### config.mk
export PLATFORM = sky130hd
export DESIGN_NAME = dbe_event_logic
export DESIGN_NICKNAME = d
export VERILOG_FILES = /design/src/dbe_pkg.sv /design/src/dbe_event_logic.sv /design/src/dbe_match_unit.sv
export SDC_FILE = /design/constraint.sdc
export NUM_CORES = 1
export LEC_CHECK = 0
export ABC_AREA = 1
export BUFFER_PORTS_ARGS = -buffer_cell sky130_fd_sc_hd__buf_2
export CAP_MARGIN = 20
export CORE_UTILIZATION = 45
export CTS_CLUSTER_DIAMETER = 200
export CTS_CLUSTER_SIZE = 16
export DETAILED_ROUTE_END_ITERATION = 10
export GPL_ROUTABILITY_DRIVEN = 0
export HOLD_SLACK_MARGIN = 0.12
export PLACE_DENSITY = 0.66
export SYNTH_ARGS = -nofsm -noshare
export SYNTH_HDL_FRONTEND = slang
export SYNTH_HIERARCHICAL = 1
export SYNTH_SLANG_ARGS = --single-unit
### constraint.sdc
create_clock -name clk_sys -period 3.79 [get_ports clk_sys]
set_input_delay 0.1895 -clock clk_sys [delete_from_list [all_inputs] [get_ports clk_sys]]
set_output_delay 0.1895 -clock clk_sys [all_outputs]
set_load 0.005 [all_outputs]
### src/dbe_pkg.sv
package dbe_pkg;
  // unit counts, reported through the identification register
  localparam int NUM_BP = 2;
  localparam int NUM_WP = 2;
  // register byte offsets
  localparam logic [7:0] OFS_CTRL = 8'h00;
  localparam logic [7:0] OFS_ID = 8'h04;
  localparam logic [7:0] OFS_STAT = 8'h08;
  localparam logic [7:0] OFS_BP_BASE = 8'h40;
  localparam logic [7:0] OFS_WP_BASE = 8'h80;
  localparam int UNIT_STRIDE = 8;
  localparam int UNIT_CTRL_OFS = 4;
  // ext_debug_status_control fields
  localparam int CTRL_HALT_MODE = 0;
  localparam int CTRL_EXC_EN = 1;
  localparam int CTRL_STEP_EN = 2;
  localparam int CTRL_RESTART = 3;
  localparam int CTRL_TGT_EL = 4;
  localparam logic [31:0] CTRL_RST = 32'h0000_0000;
  localparam logic [31:0] CTRL_WMASK = 32'h0000_0037;
  // status fields
  localparam int STAT_HALTED = 0;
  localparam int STAT_PEND = 1;
  localparam int STAT_LAST_ACT = 4;
  // identification fields
  localparam int ID_BP = 0;
  localparam int ID_WP = 4;
  // per-unit control fields
  localparam int UC_EN = 0;
  localparam int UC_CTX = 1;
  localparam int UC_VIRTUAL_MACHINE_ID = 2;
  localparam int UC_LINK = 3;
  localparam int UC_LINK_IDX = 4;
  localparam int UC_EL = 8;
  localparam int UC_NS = 12;
  localparam int UC_S = 13;
  localparam int UC_LOAD = 14;
  localparam int UC_STORE = 15;
  localparam logic [31:0] UNIT_RST = 32'h0000_0000;
  // conversion result of one event
  typedef enum logic [1:0] {
    ACT_NONE = 2'b00,
    ACT_EXC = 2'b01,
    ACT_HALT = 2'b10,
    ACT_IGNORE = 2'b11
  } dbe_act_t;
  // core run state
  typedef enum logic {
    ST_RUN = 1'b0,
    ST_HALTED = 1'b1
  } dbe_state_t;
endpackage : dbe_pkg

### src/dbe_event_logic.sv
// Design decisions made here: the register offsets and register access over Wishbone.
`timescale 1ns/1ps
// Operation
// halt instruction halts only if connected and permitted
// 64-bit break instruction raises exception, never halts
// breakpoint comparator matches instruction address
// halted core stops fetching, debugger drives it
// monitor mode raises debug exception, no halt
// each event gets exactly one action; here only one per cycle is converted, none while a halt is pended
// never both exception and debug state
// control register selects monitor or halting mode
// secure state with untrusted debugger blocks halting
// all event sources are synchronous to instruction
// bp/wp exceptions only when enabled here
// software step only while exceptions enabled
// break instruction exception cannot be masked; here a break raises none while a halt is pended
// context breakpoint matches context id or vm id
// breakpoints qualified by level, security; linkable
// watchpoints compare data addresses, qualified, linkable
// watchpoint access type selects loads, stores, both
// watchpoints never match instruction fetches
// unit counts readable in identification register
// debugger software restores patched opcodes itself
// pended event held until allowed, then converted
module dbe_event_logic import dbe_pkg::*; (
  // clock, reset, enable
  input wire logic clk_sys,
  input wire logic rst,
  input wire logic ce,
  // wishbone classic slave
  input wire logic wb_cyc_i,
  input wire logic wb_stb_i,
  input wire logic wb_we_i,
  input wire logic [7:0] wb_adr_i,
  input wire logic [3:0] wb_sel_i,
  input wire logic [31:0] wb_dat_i,
  output logic [31:0] wb_dat_o,
  output logic wb_ack_o,
  // retiring instruction
  input wire logic instValid,
  input wire logic [31:0] instAddr,
  input wire logic instIsHalt,
  input wire logic instIsBreak,
  input wire logic instIs64,
  // data access
  input wire logic dataValid,
  input wire logic [31:0] dataAddr,
  input wire logic dataIsStore,
  input wire logic dataIsFetch,
  // core context
  input wire logic [1:0] curEl,
  input wire logic curSecure,
  input wire logic [31:0] contextId,
  input wire logic [7:0] virtualMachineId,
  // debugger pins, asynchronous
  input wire logic dbgConnectedPin,
  input wire logic dbgTrustedPin,
  // actions
  output logic debugException,
  output logic [1:0] excTargetEl,
  output logic enterDebugState,
  output logic eventIgnored,
  output logic eventPending,
  output logic fetchStop
);
  logic [31:0] ctrlReg;
  logic [31:0] bpCtrl [NUM_BP];
  logic [31:0] bpValue [NUM_BP];
  logic [31:0] wpCtrl [NUM_WP];
  logic [31:0] wpValue [NUM_WP];
  logic [NUM_BP-1:0] bpAddrHit;
  logic [NUM_BP-1:0] bpCtxHit;
  logic [NUM_BP-1:0] bpEvent;
  logic [NUM_WP-1:0] wpAddrHit;
  logic [NUM_WP-1:0] wpEvent;
  logic connMeta, connSync, trustMeta, trustSync;
  logic stepArmed;
  dbe_state_t state, next_state;
  dbe_act_t lastAct, next_act;
  logic next_pend;
  logic haltAllowed;
  logic hwEvent, stepEvent, haltEvent, breakEvent;
  logic busWrite, restartReq;
  logic [7:0] unitOfs;
  logic [31:0] wmask;

  // debugger pins cross in through two flops each
  always_ff @(posedge clk_sys) begin
    if (rst) begin
      connMeta <= 1'b0;
      connSync <= 1'b0;
      trustMeta <= 1'b0;
      trustSync <= 1'b0;
    end else if (ce) begin
      connMeta <= dbgConnectedPin;
      connSync <= connMeta;
      trustMeta <= dbgTrustedPin;
      trustSync <= trustMeta;
    end
  end

  // byte lanes to bit mask
  assign wmask = {{8{wb_sel_i[3]}}, {8{wb_sel_i[2]}}, {8{wb_sel_i[1]}}, {8{wb_sel_i[0]}}};
  assign busWrite = ce & wb_cyc_i & wb_stb_i & wb_we_i & ~wb_ack_o;
  assign unitOfs = wb_adr_i & 8'h3F;
  assign restartReq = busWrite & (wb_adr_i == OFS_CTRL) & wb_sel_i[0]
    & wb_dat_i[CTRL_RESTART];

  // control register; restart is a self-clearing strobe, not stored
  always_ff @(posedge clk_sys) begin
    if (rst) begin
      ctrlReg <= CTRL_RST;
    end else if (busWrite && wb_adr_i == OFS_CTRL) begin
      ctrlReg <= (ctrlReg & ~(wmask & CTRL_WMASK)) | (wb_dat_i & wmask & CTRL_WMASK);
    end
  end

  // comparator units, one per breakpoint and watchpoint
  genvar gi;
  generate
    for (gi = 0; gi < NUM_BP; gi++) begin : g_bp
      always_ff @(posedge clk_sys) begin
        if (rst) begin
          bpCtrl[gi] <= UNIT_RST;
          bpValue[gi] <= UNIT_RST;
        end else if (busWrite && wb_adr_i[7:6] == OFS_BP_BASE[7:6]
            && unitOfs[7:3] == 5'(gi)) begin
          if (unitOfs[2]) begin
            bpCtrl[gi] <= (bpCtrl[gi] & ~wmask) | (wb_dat_i & wmask);
          end else begin
            bpValue[gi] <= (bpValue[gi] & ~wmask) | (wb_dat_i & wmask);
          end
        end
      end
      dbe_match_unit u_bp (
        .unitCtrl(bpCtrl[gi]),
        .unitValue(bpValue[gi]),
        .isWatch(1'b0),
        .sampleValid(instValid),
        .sampleAddr(instAddr),
        .accStore(1'b0),
        .accFetch(1'b1),
        .contextId(contextId),
        .virtualMachineId(virtualMachineId),
        .curEl(curEl),
        .curSecure(curSecure),
        .addrHit(bpAddrHit[gi]),
        .ctxHit(bpCtxHit[gi])
      );
      // address hit gated by its linked context unit; a context unit with
      // its link bit set serves only as a link target
      assign bpEvent[gi] = (bpAddrHit[gi] & (~bpCtrl[gi][UC_LINK]
          | bpCtxHit[bpCtrl[gi][UC_LINK_IDX]]))
        | (bpCtxHit[gi] & instValid & ~bpCtrl[gi][UC_LINK]);
    end
    for (gi = 0; gi < NUM_WP; gi++) begin : g_wp
      always_ff @(posedge clk_sys) begin
        if (rst) begin
          wpCtrl[gi] <= UNIT_RST;
          wpValue[gi] <= UNIT_RST;
        end else if (busWrite && wb_adr_i[7:6] == OFS_WP_BASE[7:6]
            && unitOfs[7:3] == 5'(gi)) begin
          if (unitOfs[2]) begin
            wpCtrl[gi] <= (wpCtrl[gi] & ~wmask) | (wb_dat_i & wmask);
          end else begin
            wpValue[gi] <= (wpValue[gi] & ~wmask) | (wb_dat_i & wmask);
          end
        end
      end
      dbe_match_unit u_wp (
        .unitCtrl(wpCtrl[gi]),
        .unitValue(wpValue[gi]),
        .isWatch(1'b1),
        .sampleValid(dataValid),
        .sampleAddr(dataAddr),
        .accStore(dataIsStore),
        .accFetch(dataIsFetch),
        .contextId(contextId),
        .virtualMachineId(virtualMachineId),
        .curEl(curEl),
        .curSecure(curSecure),
        .addrHit(wpAddrHit[gi]),
        .ctxHit()
      );
      assign wpEvent[gi] = wpAddrHit[gi] & (~wpCtrl[gi][UC_LINK]
        | bpCtxHit[wpCtrl[gi][UC_LINK_IDX]]);
    end
  endgenerate

  // event sources, all tied to the retiring instruction or access
  assign hwEvent = (|bpEvent) | (|wpEvent);
  assign haltEvent = instValid & instIsHalt;
  assign breakEvent = instValid & instIsBreak & instIs64;
  assign stepEvent = stepArmed & instValid & ctrlReg[CTRL_EXC_EN];
  // halting needs a debugger and must not expose secure state
  assign haltAllowed = connSync & ~(curSecure & ~trustSync);

  // step arms after one instruction, fires on the next
  always_ff @(posedge clk_sys) begin
    if (rst) begin
      stepArmed <= 1'b0;
    end else if (ce) begin
      if (!ctrlReg[CTRL_STEP_EN] || !ctrlReg[CTRL_EXC_EN] || state == ST_HALTED) begin
        stepArmed <= 1'b0;
      end else if (instValid) begin
        stepArmed <= 1'b1;
      end
    end
  end

  // conversion: one action per cycle, pending held aside
  always_comb begin
    next_act = ACT_NONE;
    next_pend = eventPending;
    next_state = state;
    case (state)
      ST_RUN: begin
        if (eventPending) begin
          if (haltAllowed) begin
            next_act = ACT_HALT;
            next_pend = 1'b0;
          end
        end else if (breakEvent) begin
          next_act = ACT_EXC;
        end else if (haltEvent) begin
          if (haltAllowed) begin
            next_act = ACT_HALT;
          end else if (connSync) begin
            next_pend = 1'b1;
          end else begin
            next_act = ACT_IGNORE;
          end
        end else if (hwEvent) begin
          if (ctrlReg[CTRL_HALT_MODE] && connSync) begin
            if (haltAllowed) begin
              next_act = ACT_HALT;
            end else begin
              next_pend = 1'b1;
            end
          end else if (ctrlReg[CTRL_EXC_EN]) begin
            next_act = ACT_EXC;
          end else begin
            next_act = ACT_IGNORE;
          end
        end else if (stepEvent) begin
          next_act = ACT_EXC;
        end
        if (next_act == ACT_HALT) begin
          next_state = ST_HALTED;
        end
      end
      ST_HALTED: begin
        if (restartReq) begin
          next_state = ST_RUN;
        end
      end
      default: begin
        next_state = ST_RUN;
      end
    endcase
  end

  // exception, halt and ignore outputs are registered single-cycle pulses
  always_ff @(posedge clk_sys) begin
    if (rst) begin
      state <= ST_RUN;
      lastAct <= ACT_NONE;
      eventPending <= 1'b0;
      debugException <= 1'b0;
      enterDebugState <= 1'b0;
      eventIgnored <= 1'b0;
      excTargetEl <= 2'b00;
    end else if (ce) begin
      state <= next_state;
      eventPending <= next_pend;
      debugException <= (next_act == ACT_EXC);
      enterDebugState <= (next_act == ACT_HALT);
      eventIgnored <= (next_act == ACT_IGNORE);
      if (next_act != ACT_NONE) begin
        lastAct <= next_act;
      end
      if (next_act == ACT_EXC) begin
        excTargetEl <= ctrlReg[CTRL_TGT_EL +: 2];
      end
    end
  end
  assign fetchStop = (state == ST_HALTED);

  // wishbone answer one cycle after the strobe, reads of holes are zero
  always_ff @(posedge clk_sys) begin
    if (rst) begin
      wb_ack_o <= 1'b0;
      wb_dat_o <= 32'h0000_0000;
    end else if (ce) begin
      wb_ack_o <= wb_cyc_i & wb_stb_i & ~wb_ack_o;
      wb_dat_o <= 32'h0000_0000;
      if (wb_adr_i == OFS_CTRL) begin
        wb_dat_o <= ctrlReg;
      end else if (wb_adr_i == OFS_ID) begin
        wb_dat_o[ID_BP +: 4] <= 4'(NUM_BP);
        wb_dat_o[ID_WP +: 4] <= 4'(NUM_WP);
      end else if (wb_adr_i == OFS_STAT) begin
        wb_dat_o[STAT_HALTED] <= fetchStop;
        wb_dat_o[STAT_PEND] <= eventPending;
        wb_dat_o[STAT_LAST_ACT +: 2] <= lastAct;
      end else if (wb_adr_i[7:6] == OFS_BP_BASE[7:6] && unitOfs[7:3] < 5'(NUM_BP)) begin
        wb_dat_o <= unitOfs[2] ? bpCtrl[unitOfs[3]] : bpValue[unitOfs[3]];
      end else if (wb_adr_i[7:6] == OFS_WP_BASE[7:6] && unitOfs[7:3] < 5'(NUM_WP)) begin
        wb_dat_o <= unitOfs[2] ? wpCtrl[unitOfs[3]] : wpValue[unitOfs[3]];
      end
    end
  end

  // checks beside the logic
  AST_ONE_ACTION: assert property (@(posedge clk_sys) disable iff (rst)
    $onehot0({debugException, enterDebugState, eventIgnored}))
    else $error("more than one action at once");
  AST_HALT_BLOCKED: assert property (@(posedge clk_sys) disable iff (rst)
    ce && curSecure && !trustSync |=> !enterDebugState)
    else $error("halt entered while secure and untrusted");
  AST_BREAK_EXC: assert property (@(posedge clk_sys) disable iff (rst)
    ce && state == ST_RUN && !eventPending && breakEvent |=> debugException && !enterDebugState)
    else $error("break instruction did not raise exception");
  AST_HALT_INST: assert property (@(posedge clk_sys) disable iff (rst)
    ce && state == ST_RUN && !eventPending && instValid && instIsHalt && !instIsBreak
      && haltAllowed |=> enterDebugState ##1 fetchStop)
    else $error("halt instruction did not enter debug state");
  AST_STAY_HALTED: assert property (@(posedge clk_sys) disable iff (rst)
    fetchStop && !restartReq |=> fetchStop)
    else $error("left debug state without restart");
  AST_NO_EXC_HALTED: assert property (@(posedge clk_sys) disable iff (rst)
    fetchStop && $past(fetchStop) |-> !debugException && !enterDebugState)
    else $error("action while halted");
  AST_MONITOR: assert property (@(posedge clk_sys) disable iff (rst)
    ce && state == ST_RUN && !eventPending && !instValid && hwEvent
      && !ctrlReg[CTRL_HALT_MODE] && ctrlReg[CTRL_EXC_EN] |=> debugException)
    else $error("monitor mode event gave no exception");
  // with exceptions off only the unmaskable break may raise one, so a step cannot
  AST_STEP_GATED: assert property (@(posedge clk_sys) disable iff (rst)
    ce && !ctrlReg[CTRL_EXC_EN] && !breakEvent |=> !debugException)
    else $error("exception raised with exceptions disabled");
  AST_PEND_HOLD: assert property (@(posedge clk_sys) disable iff (rst)
    ce && eventPending && !haltAllowed |=> eventPending && !enterDebugState)
    else $error("pended event lost or converted early");
  AST_PEND_CONV: assert property (@(posedge clk_sys) disable iff (rst)
    ce && eventPending && haltAllowed && state == ST_RUN |=> !eventPending && enterDebugState)
    else $error("pended event not converted");
  AST_WP_FETCH: assert property (@(posedge clk_sys) disable iff (rst)
    dataIsFetch |-> wpAddrHit == '0)
    else $error("watchpoint matched a fetch");
endmodule : dbe_event_logic

### src/dbe_match_unit.sv
`timescale 1ns/1ps
module dbe_match_unit import dbe_pkg::*; (
  // programmed unit
  input wire logic [31:0] unitCtrl,
  input wire logic [31:0] unitValue,
  input wire logic isWatch,
  // sampled access and context
  input wire logic sampleValid,
  input wire logic [31:0] sampleAddr,
  input wire logic accStore,
  input wire logic accFetch,
  input wire logic [31:0] contextId,
  input wire logic [7:0] virtualMachineId,
  input wire logic [1:0] curEl,
  input wire logic curSecure,
  // results
  output logic addrHit,
  output logic ctxHit
);
  logic qualified;
  logic accessOk;
  logic [31:0] ctxValue;

  // mode, level and security qualification
  assign qualified = unitCtrl[UC_EN] & unitCtrl[UC_EL + curEl]
    & (curSecure ? unitCtrl[UC_S] : unitCtrl[UC_NS]);
  // vm id only means something in non-secure state
  assign ctxValue = (unitCtrl[UC_VIRTUAL_MACHINE_ID] & ~curSecure) ? {24'h00_0000, virtualMachineId}
    : contextId;
  // watchpoints never see fetches and filter on access type
  assign accessOk = ~isWatch
    | (~accFetch & (accStore ? unitCtrl[UC_STORE] : unitCtrl[UC_LOAD]));
  assign addrHit = qualified & sampleValid & ~unitCtrl[UC_CTX] & accessOk
    & (unitValue == sampleAddr);
  assign ctxHit = qualified & unitCtrl[UC_CTX] & ~isWatch & (unitValue == ctxValue);
endmodule : dbe_match_unit

==> run summary <==
HPWL after DPL = 49,360 um
Die Ht = 204.5 um
Skew-Pair Late Insertion Delay = 540 ps
N_diodes = 0
Crit path DAT = 3790 ps
Syn Inst Count = 2,462
Max Cap Viol = 0
Reg clk slew, reported paths = 80 ps
Fillers = 3,871
Warnings, synthesis = 6
Clock share of power = 0.316
FMAX = 0.2970 GHz
GR Util met1 = 0.4606
Syn_area_per_cell = 7.493 sq um
Slowest-stage cell, CP = edfxtp_1
Met2 Usage GRT = 0.4649
Worst ir drop on vdd = 0.3028 mV
Pins Over Slew Limit = 0
Drt total wl = 68,590 um
Slew margin rel. = 0.3838
Crit. End Element = register
Comb pwr share = 0.153
Sw Share = 0.2842
TritonRoute pass-1 iters = 7
Int Power = 5246 uW
Clock buffer depth = 3
Gr usage total = 0.3219
Pwr Density = 352.5 mW/mm^2
Reg2Reg Setup Slack = 420 ps
Fin crit period = 3368 ps
Crit path max fanout = 51
Hold WS = 132.2 ps
Vias in the first global route = 16,800
Critical Path RT = 4210 ps
Die X = 204.5 um
H-tree depth = 1
Initial core utilization = 0.4601
Placement Rows = 73
Final Skew = 26.63 ps
CTS Buf Count = 23
Initial antenna violation count = 0
Via count = 18,680
Setup TNS Final = 0 ps
CP most frequent cell = nand2_1
GRT Max-Usage Layer = met2
Total setup buffers inserted after CTS = 0
DR DRC count = 0
Leakage = 0.008841 uW
Fraction of layout cells with a size suffix above 1 = 0.1141
Seq pwr share = 0.530
Met3 usage = 0.04688
Post-Syn Area = 0.01845 sq mm
Worst-path cell chain = nand2_4 -> nand2_1 -> nand2_1 -> nand2_1 -> inv_1 -> nand2_1 -> nor2_1 -> nand2_1 -> nor2_1 -> nand2_1 -> nor2_2 -> nand2_1 -> nand3_1 -> nand2_1 -> nand3_1 -> nor2_1 -> nand2_1 -> nand3_1 -> a21boi_1 -> nand3_1 -> nand2_1 -> nor2_1
Die Footprint = 0.04181 sq mm
Via density = 5.908
Type of the worst min-delay path = primary input to register
Critical path type = register to register
RSZ-0062 raised after global routing = no
Largest net degree at the start of global routing = 70
First-pass GRT wire length = 101,500 um
Status = finished clean
FF/Latch Area = 0.008728 sq mm
Startpoint Class = register
Multi-input gate area = 0.008411 sq mm
CP max stage delay = 470 ps
CTS tree = built
Buffers on Ports = 205
Antenna-violating nets left = 0
Switching Power = 2083 uW
Syn-to-layout area delta = 12.70%
Root buffer cell = clkbuf_16
I/O pins = 206
Initial drt markers = 2,387
Final Hold Viols = 0
Nets@finish = 2,795
Grt total ovfl = 0
Core Footprint = 0.04010 sq mm
Least-Margin Pin Slew = 916.4 ps
Clock sinks = 308
Period utilisation layout = 0.8885
Setup violators final = 0
Avg WL per Cell = 21.69 um
[critical path: cells and delay by family (launching register included)]
family	cells	cell delay [ps]
DFF	1	470
and+or+nand+nor	20	2250
AOI/OAI and AO/OA	1	420
buffers and inverters	1	50
[power groups by stage]
stage | clock network [uW] | logic [uW] | registers [uW]
after floorplan | 0 | 650 | 3920
after global placement | 0 | 1060 | 3950
after detailed placement | 0 | 1070 | 3960
after CTS | 2330 | 1090 | 3880
after global routing | 2440 | 1220 | 3900
final | 2320 | 1120 | 3890
[cells in the final DEF, fill, tap and decap left out, types with 3 or more instances in the layout]
| cell | count |
|---|---|
| a21oi_1 | 384 |
| a22o_1 | 7 |
| a22oi_1 | 32 |
| buf_12 | 3 |
| buf_2 | 205 |
| buf_4 | 33 |
| clkbuf_1 | 9 |
| clkbuf_16 | 23 |
| conb_1 | 12 |
| dfxtp_1 | 52 |
| dlygate4sd3_1 | 13 |
| edfxtp_1 | 256 |
| inv_1 | 220 |
| inv_2 | 13 |
| nand2_1 | 523 |
| nand3_1 | 112 |
| nand3b_1 | 8 |
| nand4_1 | 16 |
| nor2_1 | 424 |
| nor2_2 | 4 |
| nor3_2 | 5 |
| nor4_1 | 5 |
| nor4b_1 | 4 |
| o211ai_1 | 4 |
| o21ai_0 | 130 |
| o21ai_1 | 21 |
| o21ai_2 | 6 |
| o221ai_1 | 28 |
| o22ai_1 | 24 |
| or2_2 | 3 |
| or3_1 | 4 |
| xnor2_1 | 20 |
| xor2_1 | 18 |
[metal layers]
layer	up-vias	wire (um)
met3	166	7765
li1	8610	-
met2	1156	28540
met1	8748	28020
met4	0	4258
met5	-	0
[area by class of cell]
type	count	area share
clock buffer	32	0.02931
clock inverter	1	0.0007823
inverter	234	0.04225
multi-input combinational	1807	0.4045
sequential	308	0.4198
tap	525	0.03159
timing repair buffer	255	0.07173
[worst paths after layout]
path | startpoint | to | cells past startpoint
worst max-delay path | bpCtrl[1][2]$_SDFFCE_PN0P_ | excTargetEl[1]$_SDFFE_PP0P_ | 22
worst min-delay path | instIsHalt | eventPending$_SDFFE_PP0P_ | 5
worst max register to register | bpCtrl[1][2]$_SDFFCE_PN0P_ | excTargetEl[1]$_SDFFE_PP0P_ | 22
worst min register to register | wb_dat_o[20]$_SDFFE_PP0P_ | wb_dat_o[20]$_SDFFE_PP0P_ | 2
[metrics by stage]
step | utilization | setup slack [ps] | power (uW) | cells | area (sq um)
floorplan | - | 64.49 | 4570 | 2472 | 18490
global placement | 0.4975 | 584.0 | 5009 | 3112 | 19950
detailed placement | 0.4975 | 413.2 | 5028 | 3112 | 19950
CTS | 0.5163 | 468.7 | 7293 | 3158 | 20700
global route | 0.5185 | 27.37 | 7557 | 3162 | 20790
finish | 0.5185 | 422.5 | 7329 | 3162 | 20790
[sequential cells by signal, summed over array words and instances (netlist names), 2 cells and up, named ones only]
| signal | flops |
|---|---|
| bpCtrl | 64 |
| wb_dat_o | 32 |
| lastAct | 2 |
| wpValue | 64 |
| bpValue | 64 |
| excTargetEl | 2 |
| wpCtrl | 64 |
[timing repair]
action | CTS | global route
endpoints found under the hold margin | 10 | 0
endpoints found under the setup margin | 0 | 0
hold buffers | 13 | 0
resized for setup | 0 | 0
Note: power is estimated with default switching activity, not from simulation.
